### config.mk
export PLATFORM = sky130hd
export DESIGN_NAME = ssl_supervisor
export DESIGN_NICKNAME = d
export VERILOG_FILES = /design/src/design/ssl_pkg.sv /design/src/design/ssl_state_dec.sv /design/src/design/ssl_supervisor.sv
export VERILOG_INCLUDE_DIRS = /design/src /design/src/design
export SDC_FILE = /design/constraint.sdc
export NUM_CORES = 1
export LEC_CHECK = 0
export BUFFER_PORTS_ARGS = -buffer_cell sky130_fd_sc_hd__buf_4
export CORE_ASPECT_RATIO = 1.4
export CORE_MARGIN = 1.5
export CORE_UTILIZATION = 56
export DETAILED_ROUTE_END_ITERATION = 16
export HOLD_SLACK_MARGIN = 0.06
export MAX_ROUTING_LAYER = met4
export PLACE_DENSITY = 0.8
export SYNTH_ARGS = -nofsm -noshare
export SYNTH_HDL_FRONTEND = slang
export SYNTH_HIERARCHICAL = 1
export SYNTH_SLANG_ARGS = --single-unit
### constraint.sdc
create_clock -name clk -period 2.7 [get_ports clk]
set_clock_uncertainty 0.05 [all_clocks]
set_input_delay 0 -clock clk [delete_from_list [all_inputs] [get_ports clk]]
set_output_delay 0 -clock clk [all_outputs]
set_load 0.05 [all_outputs]
### src/design/ssl_cfg.svh
// ssl_cfg.svh: offsets, field positions, reset values and timing of the
// supply supervisor low-power state logic; plain definitions only
`ifndef SSL_CFG_SVH
`define SSL_CFG_SVH

// register byte offsets on the AHB-Lite bus
`define SSL_OFF_HCTL   8'h00
`define SSL_OFF_LCTL   8'h04
`define SSL_OFF_MODE   8'h08
`define SSL_OFF_STAT   8'h0C
`define SSL_OFF_IFG    8'h10
`define SSL_OFF_IE     8'h14

// control field positions, same for high and low control registers
`define SSL_B_SUP_EN   0
`define SSL_B_SUP_MD   1
`define SSL_B_SUP_FP   2
`define SSL_B_AUTO     3
`define SSL_B_MON_EN   4
`define SSL_B_MON_FP   5
`define SSL_CTL_W      6

// status fields
`define SSL_B_LDLY     0
`define SSL_B_HDLY     1
`define SSL_B_SUPST    2
`define SSL_B_MONST    4
`define SSL_B_AFFECT   6
`define SSL_B_WSLOW    7
`define SSL_B_DEEP     8

// event flag positions
`define SSL_E_LSET     0
`define SSL_E_HSET     1
`define SSL_E_HAZ      2
`define SSL_E_WAKE     3
`define SSL_EV_W       4

// reset values
`define SSL_RST_HCTL   6'h00
`define SSL_RST_LCTL   6'h00
`define SSL_RST_MODE   3'h0
`define SSL_RST_IE     4'h0

// timing
`define SSL_CLK_MHZ    50
`define SSL_SLOW_US    150
`define SSL_FAST_US    2

`endif

### src/design/ssl_pkg.sv
// ssl_pkg: types and the configuration check of the supervisor state logic
// assumes ssl_cfg.svh is on the include path
package ssl_pkg;
  `include "ssl_cfg.svh"

  // operating state of one supervisor or monitor
  typedef enum logic [1:0] {SSL_OFF, SSL_NORMAL, SSL_FULL} ssl_sup_state_t;

  // power mode field: active, light 0/1, deep 2/3/4
  typedef enum logic [2:0] {SSL_AM, SSL_LP0, SSL_LP1, SSL_LP2, SSL_LP3, SSL_LP4} ssl_mode_t;

  // low side counts as fast wake-up
  function automatic logic ssl_low_fast(input logic [`SSL_CTL_W-1:0] l);
    ssl_low_fast = !l[`SSL_B_SUP_EN] || l[`SSL_B_SUP_FP] ||
                   !l[`SSL_B_MON_EN] || l[`SSL_B_MON_FP];
  endfunction

  // 1 for an affected configuration, 0 otherwise
  function automatic logic ssl_affected(input logic [`SSL_CTL_W-1:0] h,
                                        input logic [`SSL_CTL_W-1:0] l);
    logic sup_haz;
    logic mon_haz;
    sup_haz = h[`SSL_B_SUP_EN] && !h[`SSL_B_SUP_FP] &&
              (!h[`SSL_B_SUP_MD] || (h[`SSL_B_SUP_MD] && h[`SSL_B_AUTO]));
    mon_haz = h[`SSL_B_MON_EN] && !h[`SSL_B_MON_FP] && h[`SSL_B_AUTO];
    ssl_affected = ssl_low_fast(l) && (sup_haz || mon_haz);
  endfunction
endpackage

### src/design/ssl_state_dec.sv
// ssl_state_dec: combinational state decode of one high-side supervisor or monitor
// assumes a monitor is fed with sleep_mode tied high
`timescale 1ns/1ns
module ssl_state_dec (
  // configuration
  input  wire logic                    enable,
  input  wire logic                    sleep_mode,
  input  wire logic                    perf,
  input  wire logic                    auto_ctrl,
  input  wire logic                    deep,
  // resulting state
  output ssl_pkg::ssl_sup_state_t      state
);
  import ssl_pkg::*;

  // active/light follow perf; deep follows manual or automatic table
  always_comb begin
    if (!enable) begin
      state = SSL_OFF;
    end else if (!deep) begin
      state = perf ? SSL_FULL : SSL_NORMAL;
    end else if (!auto_ctrl) begin
      state = !sleep_mode ? SSL_OFF : (perf ? SSL_FULL : SSL_NORMAL);
    end else begin
      state = (sleep_mode && perf) ? SSL_NORMAL : SSL_OFF;
    end
  end
endmodule // ssl_state_dec

### src/design/ssl_supervisor.sv
// ssl_supervisor: high-side supervisor low-power state logic, AHB-Lite slave
// assumes a single AHB-Lite master doing single word transfers, one at a time
//
// Decided for this implementation: the register addresses and the AHB-Lite register port.
`timescale 1ns/1ns
`include "ssl_cfg.svh"
module ssl_supervisor #(
  parameter int unsigned SLOW_CYC = `SSL_SLOW_US * `SSL_CLK_MHZ,
  parameter int unsigned FAST_CYC = `SSL_FAST_US * `SSL_CLK_MHZ
) (
  // clock and reset
  input  wire logic                    clk,
  input  wire logic                    sys_rst,
  // AHB-Lite slave
  input  wire logic                    hsel,
  input  wire logic [7:0]              haddr,
  input  wire logic [1:0]              htrans,
  input  wire logic                    hwrite,
  input  wire logic [2:0]              hsize,
  input  wire logic                    hready,
  input  wire logic [31:0]             hwdata,
  output logic      [31:0]             hrdata,
  output logic                         hreadyout,
  output logic                         hresp,
  // wake-up and outputs
  input  wire logic                    wake_req,
  output logic                         irq,
  output logic                         deep_sleep,
  output logic                         wake_busy,
  output ssl_pkg::ssl_sup_state_t      high_sup_state,
  output ssl_pkg::ssl_sup_state_t      high_mon_state
);
  import ssl_pkg::*;

  // refuse cycle counts that the 16-bit counters cannot hold
  if (SLOW_CYC < 1 || SLOW_CYC > 65535 || FAST_CYC < 1 || FAST_CYC > 65535) begin : g_bad_cyc
    $error("ssl_supervisor: cycle counts must be 1..65535");
  end

  typedef enum logic [1:0] {SSL_RUN, SSL_SLEEP, SSL_WAKE} ssl_seq_t;

  localparam logic [15:0] SLOW_C = SLOW_CYC[15:0];
  localparam logic [15:0] FAST_C = FAST_CYC[15:0];

  logic [`SSL_CTL_W-1:0] hctl_q;
  logic [`SSL_CTL_W-1:0] lctl_q;
  ssl_mode_t             mode_q;
  logic [`SSL_EV_W-1:0]  ifg_q;
  logic [`SSL_EV_W-1:0]  ie_q;
  logic [`SSL_EV_W-1:0]  ev_set;
  logic [`SSL_EV_W-1:0]  ev_clr;
  logic                  ldly_q;
  logic                  hdly_q;
  logic [15:0]           lcnt_q;
  logic [15:0]           hcnt_q;
  logic [15:0]           wcnt_q;
  ssl_seq_t              seq_q;
  logic                  wr_q;
  logic [7:0]            waddr_q;
  logic                  addr_ok;
  logic                  rd_go;
  logic                  wr_now;
  logic                  deep_entry;
  logic                  affected;
  logic                  wslow;
  logic                  norm_to_off;
  logic [31:0]           rd_mux;
  ssl_sup_state_t        sup_act;
  ssl_sup_state_t        mon_act;
  ssl_sup_state_t        sup_dp;
  ssl_sup_state_t        mon_dp;

  // active and deep state decode of the high supervisor and monitor
  ssl_state_dec u_sup_act (.enable(hctl_q[`SSL_B_SUP_EN]), .sleep_mode(hctl_q[`SSL_B_SUP_MD]),
    .perf(hctl_q[`SSL_B_SUP_FP]), .auto_ctrl(hctl_q[`SSL_B_AUTO]), .deep(1'b0), .state(sup_act));
  ssl_state_dec u_sup_dp (.enable(hctl_q[`SSL_B_SUP_EN]), .sleep_mode(hctl_q[`SSL_B_SUP_MD]),
    .perf(hctl_q[`SSL_B_SUP_FP]), .auto_ctrl(hctl_q[`SSL_B_AUTO]), .deep(1'b1), .state(sup_dp));
  ssl_state_dec u_mon_act (.enable(hctl_q[`SSL_B_MON_EN]), .sleep_mode(1'b1),
    .perf(hctl_q[`SSL_B_MON_FP]), .auto_ctrl(hctl_q[`SSL_B_AUTO]), .deep(1'b0), .state(mon_act));
  ssl_state_dec u_mon_dp (.enable(hctl_q[`SSL_B_MON_EN]), .sleep_mode(1'b1),
    .perf(hctl_q[`SSL_B_MON_FP]), .auto_ctrl(hctl_q[`SSL_B_AUTO]), .deep(1'b1), .state(mon_dp));

  // configuration check and wake speed
  assign affected = ssl_affected(hctl_q, lctl_q);
  assign wslow    = !ssl_low_fast(lctl_q);
  assign norm_to_off = (sup_act == SSL_NORMAL && sup_dp == SSL_OFF) ||
                       (mon_act == SSL_NORMAL && mon_dp == SSL_OFF);

  // bus address phase decode
  assign addr_ok = haddr[1:0] == 2'b00 && haddr <= `SSL_OFF_IE;
  assign rd_go   = hsel && hready && htrans[1] && !hwrite;
  assign wr_now  = wr_q;
  assign deep_entry = wr_now && waddr_q == `SSL_OFF_MODE && hwdata[2:0] >= 3'(SSL_LP2)
                      && hwdata[2:0] <= 3'(SSL_LP4);

  // bus handshake: zero wait, always OKAY
  always_ff @(posedge clk) begin
    if (sys_rst) begin
      hreadyout <= 1'b0;
      hresp     <= 1'b0;
      wr_q      <= 1'b0;
      waddr_q   <= 8'h00;
    end else begin
      hreadyout <= 1'b1;
      hresp     <= 1'b0;
      wr_q      <= hsel && hready && htrans[1] && hwrite && addr_ok;
      waddr_q   <= haddr;
    end
  end

  // read data, captured in the address phase; unmapped reads give zero
  always_comb begin
    rd_mux = 32'h0000_0000;
    unique case (haddr)
      `SSL_OFF_HCTL: rd_mux[`SSL_CTL_W-1:0] = hctl_q;
      `SSL_OFF_LCTL: rd_mux[`SSL_CTL_W-1:0] = lctl_q;
      `SSL_OFF_MODE: rd_mux[2:0] = mode_q;
      `SSL_OFF_STAT: begin
        rd_mux[`SSL_B_LDLY] = ldly_q;
        rd_mux[`SSL_B_HDLY] = hdly_q;
        rd_mux[`SSL_B_SUPST +: 2] = high_sup_state;
        rd_mux[`SSL_B_MONST +: 2] = high_mon_state;
        rd_mux[`SSL_B_AFFECT] = affected;
        rd_mux[`SSL_B_WSLOW] = wslow;
        rd_mux[`SSL_B_DEEP] = deep_sleep;
      end
      `SSL_OFF_IFG:  rd_mux[`SSL_EV_W-1:0] = ifg_q;
      `SSL_OFF_IE:   rd_mux[`SSL_EV_W-1:0] = ie_q;
      default:       rd_mux = 32'h0000_0000;
    endcase
  end

  always_ff @(posedge clk) begin
    if (sys_rst) begin
      hrdata <= 32'h0000_0000;
    end else if (rd_go) begin
      hrdata <= rd_mux;
    end
  end

  // control registers
  always_ff @(posedge clk) begin
    if (sys_rst) begin
      hctl_q <= `SSL_RST_HCTL;
      lctl_q <= `SSL_RST_LCTL;
      ie_q   <= `SSL_RST_IE;
    end else if (wr_now) begin
      if (waddr_q == `SSL_OFF_HCTL) hctl_q <= hwdata[`SSL_CTL_W-1:0];
      if (waddr_q == `SSL_OFF_LCTL) lctl_q <= hwdata[`SSL_CTL_W-1:0];
      if (waddr_q == `SSL_OFF_IE)   ie_q   <= hwdata[`SSL_EV_W-1:0];
    end
  end

  // settling delays after control writes; length follows the side's perf bit
  always_ff @(posedge clk) begin
    if (sys_rst) begin
      ldly_q <= 1'b0;
      hdly_q <= 1'b0;
      lcnt_q <= 16'h0000;
      hcnt_q <= 16'h0000;
    end else begin
      if (wr_now && waddr_q == `SSL_OFF_LCTL) begin
        ldly_q <= 1'b1;
        lcnt_q <= hwdata[`SSL_B_SUP_FP] ? FAST_C : SLOW_C;
      end else if (ldly_q) begin
        lcnt_q <= lcnt_q - 16'h0001;
        if (lcnt_q == 16'h0001) ldly_q <= 1'b0;
      end
      if (wr_now && waddr_q == `SSL_OFF_HCTL) begin
        hdly_q <= 1'b1;
        hcnt_q <= hwdata[`SSL_B_SUP_FP] ? FAST_C : SLOW_C;
      end else if (hdly_q) begin
        hcnt_q <= hcnt_q - 16'h0001;
        if (hcnt_q == 16'h0001) hdly_q <= 1'b0;
      end
    end
  end

  // mode and sleep sequencer
  always_ff @(posedge clk) begin
    if (sys_rst) begin
      mode_q <= ssl_mode_t'(`SSL_RST_MODE);
      seq_q  <= SSL_RUN;
      wcnt_q <= 16'h0000;
    end else begin
      unique case (seq_q)
        SSL_RUN: begin
          if (wr_now && waddr_q == `SSL_OFF_MODE && hwdata[2:0] <= 3'(SSL_LP4)) begin
            mode_q <= ssl_mode_t'(hwdata[2:0]);
            if (deep_entry) seq_q <= SSL_SLEEP;
          end
        end
        SSL_SLEEP: begin
          if (wake_req) begin
            seq_q  <= SSL_WAKE;
            wcnt_q <= wslow ? SLOW_C : FAST_C;
          end
        end
        SSL_WAKE: begin
          wcnt_q <= wcnt_q - 16'h0001;
          if (wcnt_q == 16'h0001) begin
            seq_q  <= SSL_RUN;
            mode_q <= SSL_AM;
          end
        end
        default: seq_q <= SSL_RUN;                                  // unused code recovers
      endcase
    end
  end

  // events: settle done, hazardous deep entry, wake done
  always_comb begin
    ev_set = '0;
    ev_set[`SSL_E_LSET] = ldly_q && lcnt_q == 16'h0001 && !(wr_now && waddr_q == `SSL_OFF_LCTL);
    ev_set[`SSL_E_HSET] = hdly_q && hcnt_q == 16'h0001 && !(wr_now && waddr_q == `SSL_OFF_HCTL);
    ev_set[`SSL_E_HAZ]  = seq_q == SSL_RUN && deep_entry &&
                          (ldly_q || hdly_q || (norm_to_off && !wslow));
    ev_set[`SSL_E_WAKE] = seq_q == SSL_WAKE && wcnt_q == 16'h0001;
    ev_clr = (rd_go && haddr == `SSL_OFF_IFG) ? {`SSL_EV_W{1'b1}} : '0;
  end

  // sticky flags; a new event wins over the read clear
  always_ff @(posedge clk) begin
    if (sys_rst) begin
      ifg_q <= '0;
    end else begin
      ifg_q <= (ifg_q & ~ev_clr) | ev_set;
    end
  end

  // registered outputs
  always_ff @(posedge clk) begin
    if (sys_rst) begin
      irq            <= 1'b0;
      deep_sleep     <= 1'b0;
      wake_busy      <= 1'b0;
      high_sup_state <= SSL_OFF;
      high_mon_state <= SSL_OFF;
    end else begin
      irq            <= |(((ifg_q & ~ev_clr) | ev_set) & ie_q);
      deep_sleep     <= seq_q == SSL_SLEEP;
      wake_busy      <= seq_q == SSL_WAKE;
      high_sup_state <= seq_q == SSL_SLEEP ? sup_dp : sup_act;
      high_mon_state <= seq_q == SSL_SLEEP ? mon_dp : mon_act;
    end
  end

  // assertions
  property p_off_when_disabled;
    @(posedge clk) disable iff (sys_rst)
      !hctl_q[`SSL_B_SUP_EN] |=> high_sup_state == SSL_OFF;
  endproperty
  a_off_when_disabled: assert property (p_off_when_disabled) else $error("sup not off");

  property p_active_perf;
    @(posedge clk) disable iff (sys_rst)
      seq_q != SSL_SLEEP && hctl_q[`SSL_B_SUP_EN] |=>
        high_sup_state == ($past(hctl_q[`SSL_B_SUP_FP]) ? SSL_FULL : SSL_NORMAL);
  endproperty
  a_active_perf: assert property (p_active_perf) else $error("active state wrong");

  property p_auto_deep;
    @(posedge clk) disable iff (sys_rst)
      seq_q == SSL_SLEEP && hctl_q[`SSL_B_AUTO] && hctl_q[`SSL_B_SUP_EN] |=>
        high_sup_state == ($past(hctl_q[`SSL_B_SUP_MD] && hctl_q[`SSL_B_SUP_FP])
                           ? SSL_NORMAL : SSL_OFF);
  endproperty
  a_auto_deep: assert property (p_auto_deep) else $error("auto deep state wrong");

  property p_haz_flag;
    @(posedge clk) disable iff (sys_rst)
      seq_q == SSL_RUN && deep_entry && (ldly_q || hdly_q) |=> ifg_q[`SSL_E_HAZ];
  endproperty
  a_haz_flag: assert property (p_haz_flag) else $error("hazard not flagged");

  property p_fast_low;
    @(posedge clk) disable iff (sys_rst)
      !lctl_q[`SSL_B_SUP_EN] |-> !wslow;
  endproperty
  a_fast_low: assert property (p_fast_low) else $error("low side not fast");

  property p_sup_haz;
    @(posedge clk) disable iff (sys_rst)
      !lctl_q[`SSL_B_SUP_EN] && hctl_q[`SSL_B_SUP_EN] && !hctl_q[`SSL_B_SUP_FP] &&
      !hctl_q[`SSL_B_SUP_MD] |-> affected;
  endproperty
  a_sup_haz: assert property (p_sup_haz) else $error("sup hazard missed");

  property p_mon_haz;
    @(posedge clk) disable iff (sys_rst)
      !lctl_q[`SSL_B_MON_EN] && hctl_q[`SSL_B_MON_EN] && !hctl_q[`SSL_B_MON_FP] &&
      hctl_q[`SSL_B_AUTO] |-> affected;
  endproperty
  a_mon_haz: assert property (p_mon_haz) else $error("mon hazard missed");

  property p_unaffected;
    @(posedge clk) disable iff (sys_rst)
      lctl_q[`SSL_B_SUP_EN] && !lctl_q[`SSL_B_SUP_FP] && lctl_q[`SSL_B_MON_EN] &&
      !lctl_q[`SSL_B_MON_FP] |-> !affected;
  endproperty
  a_unaffected: assert property (p_unaffected) else $error("slow wake marked affected");

  property p_slow_wake;
    @(posedge clk) disable iff (sys_rst)
      seq_q == SSL_SLEEP && wake_req && wslow |=> wcnt_q == SLOW_C;
  endproperty
  a_slow_wake: assert property (p_slow_wake) else $error("slow wake count wrong");

  c_deep: cover property (@(posedge clk) disable iff (sys_rst) seq_q == SSL_SLEEP);
  c_haz: cover property (@(posedge clk) disable iff (sys_rst) ev_set[`SSL_E_HAZ]);
  c_wake: cover property (@(posedge clk) disable iff (sys_rst) ev_set[`SSL_E_WAKE]);
endmodule // ssl_supervisor

# ---- Word-level counts from Yosys, hierarchy flattened
# Index checks and enable logic that the tools add are counted.
dict set report classes {
  n_mux 41
  bitwise_logic 4
  order_cmp 3
  n_eq_ne 19
  n_reduce_logical 64
  add_sub_neg 3
}
# operator count
set op_table {}
lappend op_table {{$mux W16} 5}
lappend op_table {{$eq A16 B1 Y1 const B} 3}
lappend op_table {{$sub A16 B1 Y16 const B} 3}
lappend op_table {{$pmux W16 S2} 1}
lappend op_table {{$logic_and A1 B1 Y1} 30}
lappend op_table {{$mux W2} 15}
lappend op_table {{$mux W13} 2}
lappend op_table {{$eq A8 B4 Y1 const B} 3}
lappend op_table {{$eq A8 B5 Y1 const B} 3}
lappend op_table {{$pmux W3 S6} 1}
lappend op_table {{$eq A8 B3 Y1 const B} 2}
lappend op_table {{$logic_not A8 Y1} 2}
lappend op_table {{$pmux W2 S3} 2}
lappend op_table {{$logic_not A1 Y1} 9}
lappend op_table {{$mux W1} 9}
lappend op_table {{$mux W3} 3}
lappend op_table {{$and A4 B4 Y4} 2}
lappend op_table {{$le A8 B5 Y1 const B} 1}
lappend op_table {{$logic_not A2 Y1} 4}
lappend op_table {{$logic_or A1 B1 Y1} 8}
lappend op_table {{$ne A2 B2 Y1 const B} 4}
lappend op_table {{$reduce_and A2 Y1} 4}
lappend op_table {{$reduce_bool A2 Y1} 4}
lappend op_table {{$eq A2 B1 Y1 const B} 3}
lappend op_table {{other kinds (11)} 11}
dict set report word_totals {
  register_bits 101
  input_bits 51
}

# ---- Logic depth before layout (Yosys ltp)
# Gate-level depths: netlist of the first run.
dict set report depth {
  word_depth 13
  ltp_mapped 8
  mapped_depth_nobuf 8
}

# ---- By module
# The synthesis of the first run kept the hierarchy.
# module area_each_um2 cells_per_inst seq_area_each_um2 instances
set modules_own_cells {}
lappend modules_own_cells {ssl_supervisor 4768.3 569 2021.9 1}
lappend modules_own_cells {ssl_state_dec 43.8 6 0.0 4}

# ---- Worst setup path after synthesis of the first run
# Ideal clock, no wire load.
dict set report synth_path {
  path_type {flip-flop to flip-flop}
  from {register lcnt_q[2]}
  to {register lcnt_q[9]}
  required_ps 2530
  n_path_buf 1
  stages_incl_launch_ff 7
  t_arrival_ps 1837
  setup_slack_ps 693
  setup_ps 120
  path_cell_list {dfxtp_1 or4_1 buf_2 or3_1 or3_1 xor2_1 nor2_2}
}
dict set report synth_between {
  elab_chain_len 3
}
# element line
set synth_rtl {}
lappend synth_rtl {{start, declared} ssl_supervisor.sv:54} ;# logic [15:0] lcnt_q;
lappend synth_rtl {{start signal, assigned} ssl_supervisor.sv:164} ;# lcnt_q <= hwdata[`SSL_B_SUP_FP] ? FAST_C : SLOW_C;
lappend synth_rtl {{start signal, assigned} ssl_supervisor.sv:166} ;# lcnt_q <= lcnt_q - 16'h0001;
lappend synth_rtl {{$sub A16 B1 Y16} ssl_supervisor.sv:166}
lappend synth_rtl {{$mux W16} ssl_supervisor.sv:165} ;# end else if (ldly_q) begin
lappend synth_rtl {{$mux W16} ssl_supervisor.sv:162} ;# if (wr_now && waddr_q == `SSL_OFF_LCTL) begin
# Every way passes these cells. The select of a mux whose other input is x is not followed.
# A chain may end at the register's enable or synchronous reset.

# ---- Final worst setup path of the first run
dict set report layout_path {
  from {register waddr_q[1]}
  to {register ie_q[3]}
}
dict set report layout_between {
  elab_chain_len 2
}
# element line
set layout_rtl {}
lappend layout_rtl {{start, declared} ssl_supervisor.sv:59} ;# logic [7:0] waddr_q;
lappend layout_rtl {{start signal, assigned} ssl_supervisor.sv:107} ;# waddr_q <= haddr;
lappend layout_rtl {{$eq A8 B5 Y1 (no source line)} -}
lappend layout_rtl {{$reduce_and A2 Y1 (no source line)} -}
lappend layout_rtl {{end signal, assigned} ssl_supervisor.sv:146} ;# ie_q <= `SSL_RST_IE;
lappend layout_rtl {{end signal, assigned} ssl_supervisor.sv:150} ;# if (waddr_q == `SSL_OFF_IE) ie_q <= hwdata[`SSL_EV_W-1:0];
lappend layout_rtl {{end, declared} ssl_supervisor.sv:49} ;# logic [`SSL_EV_W-1:0] ie_q;
# Every way passes these cells.

==> results of run 1 <==
==> cell usage after synthesis, drive strengths merged, types with 6 or more instances <==
cell type,n
a211oi,7
a21oi,61
buf,28
clkbuf,22
dfxtp,101
ha,6
inv,14
mux2i,13
nand2,64
nand2b,13
nand3,9
nor2,68
nor2b,14
nor3,15
nor4,12
o21ai,13
or3,7
or4,10
xnor2,19
xor2,15
==> flip-flops by register name, summed over array words and instances (netlist names) <==
register and cells:
deep_sleep 1, hcnt_q 16, hctl_q 6, hdly_q 1, high_mon_state 2, high_sup_state 2, hrdata 9, hreadyout 1
ie_q 4, ifg_q 4, irq 1, lcnt_q 16, lctl_q 6, ldly_q 1, mode_q 3, seq_q 2
waddr_q 8, wake_busy 1, wcnt_q 16, wr_now 1
==> cell type report <==
type | count | area [um2] | share of cell area (%)
tap | 105 | 131 | 2.29
clock inverter | 7 | 66.3 | 1.16
inverter | 15 | 56.3 | 0.981
sequential | 101 | 2020 | 35.2
multi-input combinational | 465 | 2730 | 47.5
clock buffer | 9 | 225 | 3.93
timing repair buffer | 62 | 508 | 8.85
==> worst max-delay path by stage <==
stage / start / cells past startpoint / end
2_1_floorplan: lcnt_q[2]$_SDFFE_PP0P_ / 6 / lcnt_q[9]$_SDFFE_PP0P_
3_3_place_gp: hctl_q[3]$_SDFFE_PP0P_ / 8 / irq$_SDFF_PP0_
3_5_place_dp: hctl_q[3]$_SDFFE_PP0P_ / 8 / irq$_SDFF_PP0_
4_1_cts: waddr_q[1]$_SDFF_PP0_ / 7 / ie_q[3]$_SDFFE_PP0P_
5_1_grt: waddr_q[1]$_SDFF_PP0_ / 7 / ie_q[3]$_SDFFE_PP0P_
6_report: waddr_q[1]$_SDFF_PP0_ / 7 / ie_q[3]$_SDFFE_PP0P_
==> worst reg2reg max path: cells and delay by family (launching register included) <==
family,cells,cell delay [ns]
buffers and inverters,2,0.74
flip-flops,1,0.30
multiplexers,1,0.22
AND/OR/NAND/NOR,4,0.92
==> power breakdown <==
part	internal, mW	switching [mW]	leakage (nW)
registers	1.50	0.00418	0.816
clock network	0.713	0.563	0.145
logic	0.0548	0.148	1.26
total	2.26	0.716	2.22
==> stage by stage <==
step / setup WS (ns) / cell area (um2)
floorplan: 0.693 / 5090
global placement: 0.550 / 5280
detailed placement: 0.501 / 5280
CTS: 0.399 / 5740
global route: 0.273 / 5740
finish: 0.346 / 5740
==> per-layer routing <==
layer	vias up	global-route usage (%)	wire (um)
met5	-	-	0
met4	0	13.8	355
met3	29	5.58	599
met2	147	47.6	6330
met1	2035	30.3	4600
li1	2149	-	-
==> layout by cell type (no fill, tap or decap), types with 6 or more instances in the layout <==
| master | n |
|---|---|
| xor2_1 | 15 |
| nand2b_1 | 9 |
| xnor2_1 | 19 |
| conb_1 | 40 |
| nand2_1 | 64 |
| o21ai_0 | 13 |
| inv_1 | 14 |
| clkbuf_16 | 9 |
| buf_4 | 45 |
| or4_1 | 9 |
| dfxtp_1 | 101 |
| nor4_1 | 12 |
| nor2_1 | 67 |
| ha_1 | 6 |
| a211oi_1 | 7 |
| a21oi_1 | 61 |
| nand3_1 | 9 |
| mux2i_1 | 13 |
| nor2b_1 | 14 |
| or3_1 | 7 |
| dlygate4sd3_1 | 17 |
| nor3_1 | 15 |
==> what timing repair did <==
item                                   in CTS  in global routing
hold buffers                               17                  0
buffers inserted                            0                  0
endpoints found under the hold margin      37                  0
==> kinds of logic after synthesis <==
family                   count (synthesis)
XOR/XNOR                                34
other                                    2
adder cells (fa/ha/maj)                  6
AND/OR/NAND/NOR                        250
AO/OA/AOI/OAI                          118
multiplexers                            17
buffers and inverters                   65
flip-flops                             101
==> flow_summary.ini, run 1 <==
[timing]
slew_headroom_pct = 54.0
hold_viol = 0
fmaxAchievable_mhz = 425
fin_crit_sh_pct = 87.2
finalSetupViolCount = 0
fin_tns_setup_ns = 0
period_needed_ns = 2.35
tightestPinTransition_ns = 0.683
rsz0062_at_grt = false
hold_ws_ns = 0.0830
final_max_slew_viol_count = 0

[yosys]
synthMuxAreaShare_pct = 3.54
synth_cell_type_count = 56
synthAdderAreaFrac_pct = 1.52
synth_area_leaders = dfxtp_1, a21oi_1, nor2_1, nand2_1, buf_4
synth_area_um2 = 4940
yosysWarnings = 6
syn_inst = 593
yosys.area_share.xor_xnor_pct = 6.02
yosys_register_bits = 101
synthFlopType = dfxtp_1
synth_compound_area_share_pct = 14.6
synth_edf_count = 0
yosysTopAreaCellShare_pct = 40.9
async_reset_ff_share_pct = 0
syn_avg_cell_area_um2 = 8.34
synth-simple-area-share_pct = 26.4
synth_top_family_by_area = simple AND/OR/NAND/NOR gates
yosys.area.top_type = dfxtp_1
ys_seq_area_share_pct = 40.9

[floorplanning]
die_w_um = 82.4
core_um2 = 8560
die_h_um = 114
rows = 40
die_area_um2 = 9410
start_util_pct = 57.8
num_io_pins = 92

[critical_path]
reg2reg_to = ie_q[3]$_SDFFE_PP0P_
worst_path_max_delay_cell = dlygate4sd3_1
worstSetupPathType = register to register
worstPathArrival_ns = 2.54
crit_chain = nor4_1 -> buf_4 -> nand2_1 -> or3_1 -> mux2i_1 -> nor2_1 -> dlygate4sd3_1
startpoint_type = register
required_ns = 2.89
worstReg2RegStart = waddr_q[1]$_SDFF_PP0_
cpPeakStageDelay_ns = 0.57
r2r_setup_slack_ns = 0.35
path_buf_inv = 2
path_delay_family = simple AND/OR/NAND/NOR gates
crit_fanout = 5
worstRegToRegCells = 7
end_kind = register

[cts]
clockBufferDepth = 2
cts_resized = 0
clock_sinks = 101
cts_buffers = 9
cts_root_buffer = clkbuf_16
htreeDepth = 3
clk_pin_slew_ns = 0.07
cts_tree = yes
clkLatencyLatePin_ns = 0.35

[power_and_ir_drop]
peakVddDrop_mv = 0.414
p_leak_nw = 2.22
powerDensity_nw_per_um2 = 519
power_mw = 2.98

[finish]
antennaDiodeCount = 0
nFillCells = 714
fin_nets = 711
postLayoutCoreUtil_pct = 67.0
synthToLayoutAreaGrowth_pct = 16.0
final_cell_count_no_fill = 764
drive_above_1_share_pct = 10.8

[job]
drv_cap = 0

[placement]
place_inst = 731
io_buffers = 37
dp_hpwl_um = 8230
place_congestion = 0.921

[hold_path]
min_from = hready
min_to = wr_now$_SDFF_PP0_
min_path_cells = 3
hp-class = input pin to register

[routing]
drt-initial-drc-count = 266
wl_per_cell_um = 15.5
routed_via_density = 5.71
vias = 4360
routed_wl_um = 11900
first_pass_iters = 5
drtAntennaViolNets = 0
drc = 0

[global_routing]
grt_pass1_vias = 4236
grt_start_max_net_pins = 50
grt_overflow_total = 0
antenna_found_initial = 0
grtUsageTotal_pct = 28.0
grt_pass1_wl_um = 19600

[status]
run_status = finished clean
Power figures use the tool's default switching activity.
==> run 2: changes to the inputs <==
--- a/config.mk
+++ b/config.mk
@@ -6,11 +6,12 @@
 export SDC_FILE = /design/constraint.sdc
 export NUM_CORES = 1
 export LEC_CHECK = 0
-export BUFFER_PORTS_ARGS = -buffer_cell sky130_fd_sc_hd__buf_4
 export CORE_ASPECT_RATIO = 1.4
 export CORE_MARGIN = 1.5
-export CORE_UTILIZATION = 56
+export CORE_UTILIZATION = 64
+export CTS_BUF_LIST = sky130_fd_sc_hd__clkbuf_4 sky130_fd_sc_hd__clkbuf_8
 export DETAILED_ROUTE_END_ITERATION = 16
+export DONT_BUFFER_PORTS = 1
 export HOLD_SLACK_MARGIN = 0.06
 export MAX_ROUTING_LAYER = met4
 export PLACE_DENSITY = 0.8
==> flow_summary.ini, run 2 (synthesis gave the netlist of run 1 again) <==
[finish]
largest_registers = hcnt_q (16), lcnt_q (16), wcnt_q (16)
fin_nets = 683
antennaDiodeCount = 0
synthToLayoutAreaGrowth_pct = 10.4
drive_above_1_share_pct = 5.55
fin_area_um2 = 5460
final_common_cell = dfxtp_1
layout_common_cells = dfxtp_1, nor2_1, nand2_1

[critical_path]
startpoint_type = register
worst_path_max_delay_cell = or3_1
worstRegToRegCells = 6
end_kind = register
r2r_setup_slack_ns = 0.24
worstSetupPathType = register to register
path_delay_family = simple AND/OR/NAND/NOR gates
crit_chain = nor4_2 -> nand2_1 -> or3_1 -> buf_4 -> a21oi_1 -> dlygate4sd3_1
cpPeakStageDelay_ns = 0.57
crit_fanout = 10
path_depth = 6
required_ns = 2.97
crit_start = waddr_q[1]$_SDFF_PP0_
reg2reg_to = lcnt_q[2]$_SDFFE_PP0P_
worstPathArrival_ns = 2.73
crit_end = lcnt_q[2]$_SDFFE_PP0P_
worstReg2RegStart = waddr_q[1]$_SDFF_PP0_
path_buf_inv = 2

[routing]
drc = 0
routed_wl_um = 11600
drt-initial-drc-count = 238
vias = 4301
wl_per_cell_um = 15.9
routed_via_density = 5.91
first_pass_iters = 5
drtAntennaViolNets = 0

[global_routing]
grt_pass1_vias = 4074
grtUsageTotal_pct = 29.3
antenna_found_initial = 0
use_met2_pct = 51.1
grt_pass1_wl_um = 18700
grt_busiest_layer = met2
use_met1_pct = 31.7
use_met3_pct = 6.30
grt_overflow_total = 0
grt_start_max_net_pins = 72

[power_and_ir_drop]
power_mw = 2.57
peakVddDrop_mv = 0.294
p_leak_nw = 2.03
powerDensity_nw_per_um2 = 470

[timing]
final_max_slew_viol_count = 0
period_needed_ns = 2.46
rsz0062_at_grt = false
slew_headroom_pct = 51.3
tightestPinTransition_ns = 0.724
fmaxAchievable_mhz = 407
finalSetupViolCount = 0
fin_tns_setup_ns = 0
hold_viol = 0
setup_ws_ns = 0.240
fin_crit_sh_pct = 91.1

[cts]
cts_setup_buffers = 0
clock_sinks = 101
clkLatencyLatePin_ns = 0.37
clockBufferDepth = 2
cts_root_buffer = clkbuf_8
clk_pin_slew_ns = 0.10
cts_tree = yes
cts_buffers = 9
htreeDepth = 3

[placement]
dp_hpwl_um = 7910
place_ws_ns = 0.441
io_buffers = 0
place_congestion = 0.902
placed_area_um2 = 4970

[floorplanning]
core_um2 = 7410
die_area_um2 = 8270
rows = 37
num_io_pins = 92
start_util_pct = 66.7
die_w_um = 77.3
die_h_um = 107

[status]
run_status = finished clean

[job]
drv_cap = 0

[hold_path]
hp-class = input pin to register
## run 2: metrics by stage
stage               cells  hold slack, ns  util (%)
floorplan             631          0.0782         -
global placement      684          0.0253      67.1
detailed placement    684          0.0303      67.1
CTS                   728          0.0649      73.5
global route          728           0.101      73.6
finish                728          0.0696      73.6
## run 2: final cells by class
| type | count | area [um2] |
|---|---|---|
| clock buffers | 9 | 124 |
| clock inverters | 7 | 48.8 |
| fillers | 580 | 1950 |
| inverters | 15 | 56.3 |
| multi-input cells | 465 | 2740 |
| flip-flops and latches | 101 | 2020 |
| well taps | 97 | 121 |
| repair buffers | 34 | 343 |
## run 2: timing repair
item / in CTS / in global routing
endpoints found under the hold margin: 83 / 0
hold buffers: 28 / 0
gates resized for setup: 0 / 2
setup endpoints to repair: 0 / 2
## run 2: tightest hold or removal path: stages
cell	delay, ns
nor4_1	0.07
a222oi_1	0.25
o21ai_0	0.11
## run 2: worst min path at each step
stage | startpoint | endpoint | slack (ns) | cells after the start
after global routing | haddr[5] | wr_now$_SDFF_PP0_ | 0.10 | 3
final | haddr[4] | hrdata[4]$_SDFFE_PP0P_ | 0.07 | 3
after floorplan | haddr[0] | waddr_q[0]$_SDFF_PP0_ | 0.08 | 1
after detailed placement | sys_rst | lcnt_q[2]$_SDFFE_PP0P_ | 0.03 | 1
after global placement | sys_rst | hcnt_q[6]$_SDFFE_PP0P_ | 0.03 | 1
after CTS | haddr[4] | hrdata[4]$_SDFFE_PP0P_ | 0.06 | 3
## run 2: layer usage
layer  up-vias  routed length, um
li1       2073                  -
met1      2030               4630
met2       154               5870
met3        44                662
met4         0                439
met5         -                  0
## run 2: power breakdown
part / switching [mW] / internal, mW / total, mW
Clock: 0.540 / 0.341 / 0.881
Sequential: 0.00953 / 1.50 / 1.51
Combinational: 0.136 / 0.0425 / 0.179
Total: 0.686 / 1.88 / 2.57
==> run 3: changes to the inputs <==
--- a/config.mk
+++ b/config.mk
@@ -8,13 +8,13 @@
 export LEC_CHECK = 0
 export CORE_ASPECT_RATIO = 1.4
 export CORE_MARGIN = 1.5
-export CORE_UTILIZATION = 64
-export CTS_BUF_LIST = sky130_fd_sc_hd__clkbuf_4 sky130_fd_sc_hd__clkbuf_8
+export CORE_UTILIZATION = 63
 export DETAILED_ROUTE_END_ITERATION = 16
 export DONT_BUFFER_PORTS = 1
+export GPL_TIMING_DRIVEN = 0
 export HOLD_SLACK_MARGIN = 0.06
 export MAX_ROUTING_LAYER = met4
-export PLACE_DENSITY = 0.8
+export PLACE_DENSITY = 0.79
 export SYNTH_ARGS = -nofsm -noshare
 export SYNTH_HDL_FRONTEND = slang
 export SYNTH_HIERARCHICAL = 1
==> flow_summary.ini, run 3 (synthesis gave the netlist of run 1 again) <==
[status]
run_status = finished clean

[floorplanning]
start_util_pct = 64.2
core_um2 = 7700
die_area_um2 = 8390
die_w_um = 77.9
die_h_um = 108
num_io_pins = 92
rows = 38

[finish]
drive_above_1_share_pct = 7.93
fin_nets = 720
fin_area_um2 = 5670
layout_common_cells = dfxtp_1, nor2_1, nand2_1
nFillCells = 618
largest_registers = hcnt_q (16), lcnt_q (16), wcnt_q (16)
antennaDiodeCount = 0
multi_input_area_um2 = 2730
synthToLayoutAreaGrowth_pct = 14.6
final_cell_count_no_fill = 768
final_common_cell = dfxtp_1
regArea_um2 = 2020

[critical_path]
worst_path_max_delay_cell = nor3_1
path_buf_inv = 0
required_ns = 2.90
worstPathArrival_ns = 2.60
cpPeakStageDelay_ns = 0.86
worstSetupPathType = register to register
path_delay_family = simple AND/OR/NAND/NOR gates
crit_fanout = 7
startpoint_type = register
crit_chain = nor4_1 -> nand2_1 -> nor3_1 -> a21o_1 -> a21oi_1
end_kind = register

[cts]
cts_tree = yes
clock_sinks = 101
clk_pin_slew_ns = 0.09
cts_root_buffer = clkbuf_8
clkLatencyLatePin_ns = 0.38
cts_setup_buffers = 0
cts_resized = 0
clockBufferDepth = 2
htreeDepth = 3
cts_buffers = 9

[routing]
vias = 4410
routed_wl_um = 12400
wl_per_cell_um = 16.2
routed_via_density = 5.74
drtAntennaViolNets = 0
first_pass_iters = 5
drc = 0
drt-initial-drc-count = 313

[job]
drv_cap = 0

[placement]
dp_hpwl_um = 8730
place_inst = 731
place_congestion = 0.948
io_buffers = 0
placed_area_um2 = 5220

[hold_path]
hp-class = input pin to register

[global_routing]
grtUsageTotal_pct = 31.1
grt_start_max_net_pins = 17
grt_pass1_vias = 4143
antenna_found_initial = 0
grt_pass1_wl_um = 19500
grt_overflow_total = 0

[timing]
fmaxAchievable_mhz = 417
fin_tns_setup_ns = 0
rsz0062_at_grt = false
finalSetupViolCount = 0
tightestPinTransition_ns = 1.02
fin_crit_sh_pct = 88.8
slew_headroom_pct = 31.4
final_max_slew_viol_count = 0
period_needed_ns = 2.40
hold_ws_ns = 0.0956
hold_viol = 0

[power_and_ir_drop]
p_leak_nw = 2.16
powerDensity_nw_per_um2 = 502
peakVddDrop_mv = 0.360
## run 3: area by class of cell
cell class	instances	area share, %
Buffer	50	4.95
Tap cell	100	2.21
Sequential cell	101	35.7
Clock buffer	9	2.19
Inverter	15	0.994
Timing Repair Buffer	21	3.71
Clock inverter	7	2.01
Multi-Input combinational cell	465	48.3
## run 3: what timing repair did
action                                 CTS  global route
setup endpoints to repair                0             0
hold buffers                            21             0
endpoints found under the hold margin   48             0
## run 3: final timing paths
| path | cells after the start | start | slack [ns] | endpoint |
|---|---|---|---|---|
| max | 5 | waddr_q[1]$_SDFF_PP0_ | 0.30 | lcnt_q[10]$_SDFFE_PP0P_ |
| min | 3 | haddr[4] | 0.1 | hrdata[4]$_SDFFE_PP0P_ |
| max reg2reg | 5 | waddr_q[1]$_SDFF_PP0_ | 0.30 | lcnt_q[10]$_SDFFE_PP0P_ |
| min reg2reg | 2 | lctl_q[3]$_SDFFE_PP0P_ | 0.41 | lctl_q[3]$_SDFFE_PP0P_ |
## run 3: where the power goes
| part | internal [mW] | leakage, nW | switching [mW] | total, mW |
|---|---|---|---|---|
| clock network | 0.612 | 0.123 | 0.516 | 1.13 |
| logic | 0.0633 | 1.22 | 0.149 | 0.213 |
| registers | 1.50 | 0.816 | 0.00895 | 1.50 |
## run 3: metrics by stage
step	utilization (%)	total power, mW	worst slack, ns
5_1_grt	73.6	2.92	0.154
6_report	73.6	2.84	0.304
2_1_floorplan	-	1.69	0.693
3_3_place_gp	67.7	1.71	0.232
3_5_place_dp	67.7	1.72	0.343
4_1_cts	73.6	2.85	0.317
## run 3: metal layers
metal  global-route usage, %  share of wire, %  vias up
li1                        -                 -     2154
met1                    32.8                37     2059
met2                    53.9                52      158
met3                    7.29               6.1       39
met4                    15.7               4.3        0
met5                       -                 0        -
## run 3: tightest hold or removal path, cell delays in order
cell	delay [ns]
nor4_1	0.08
a222oi_1	0.27
o21ai_0	0.11
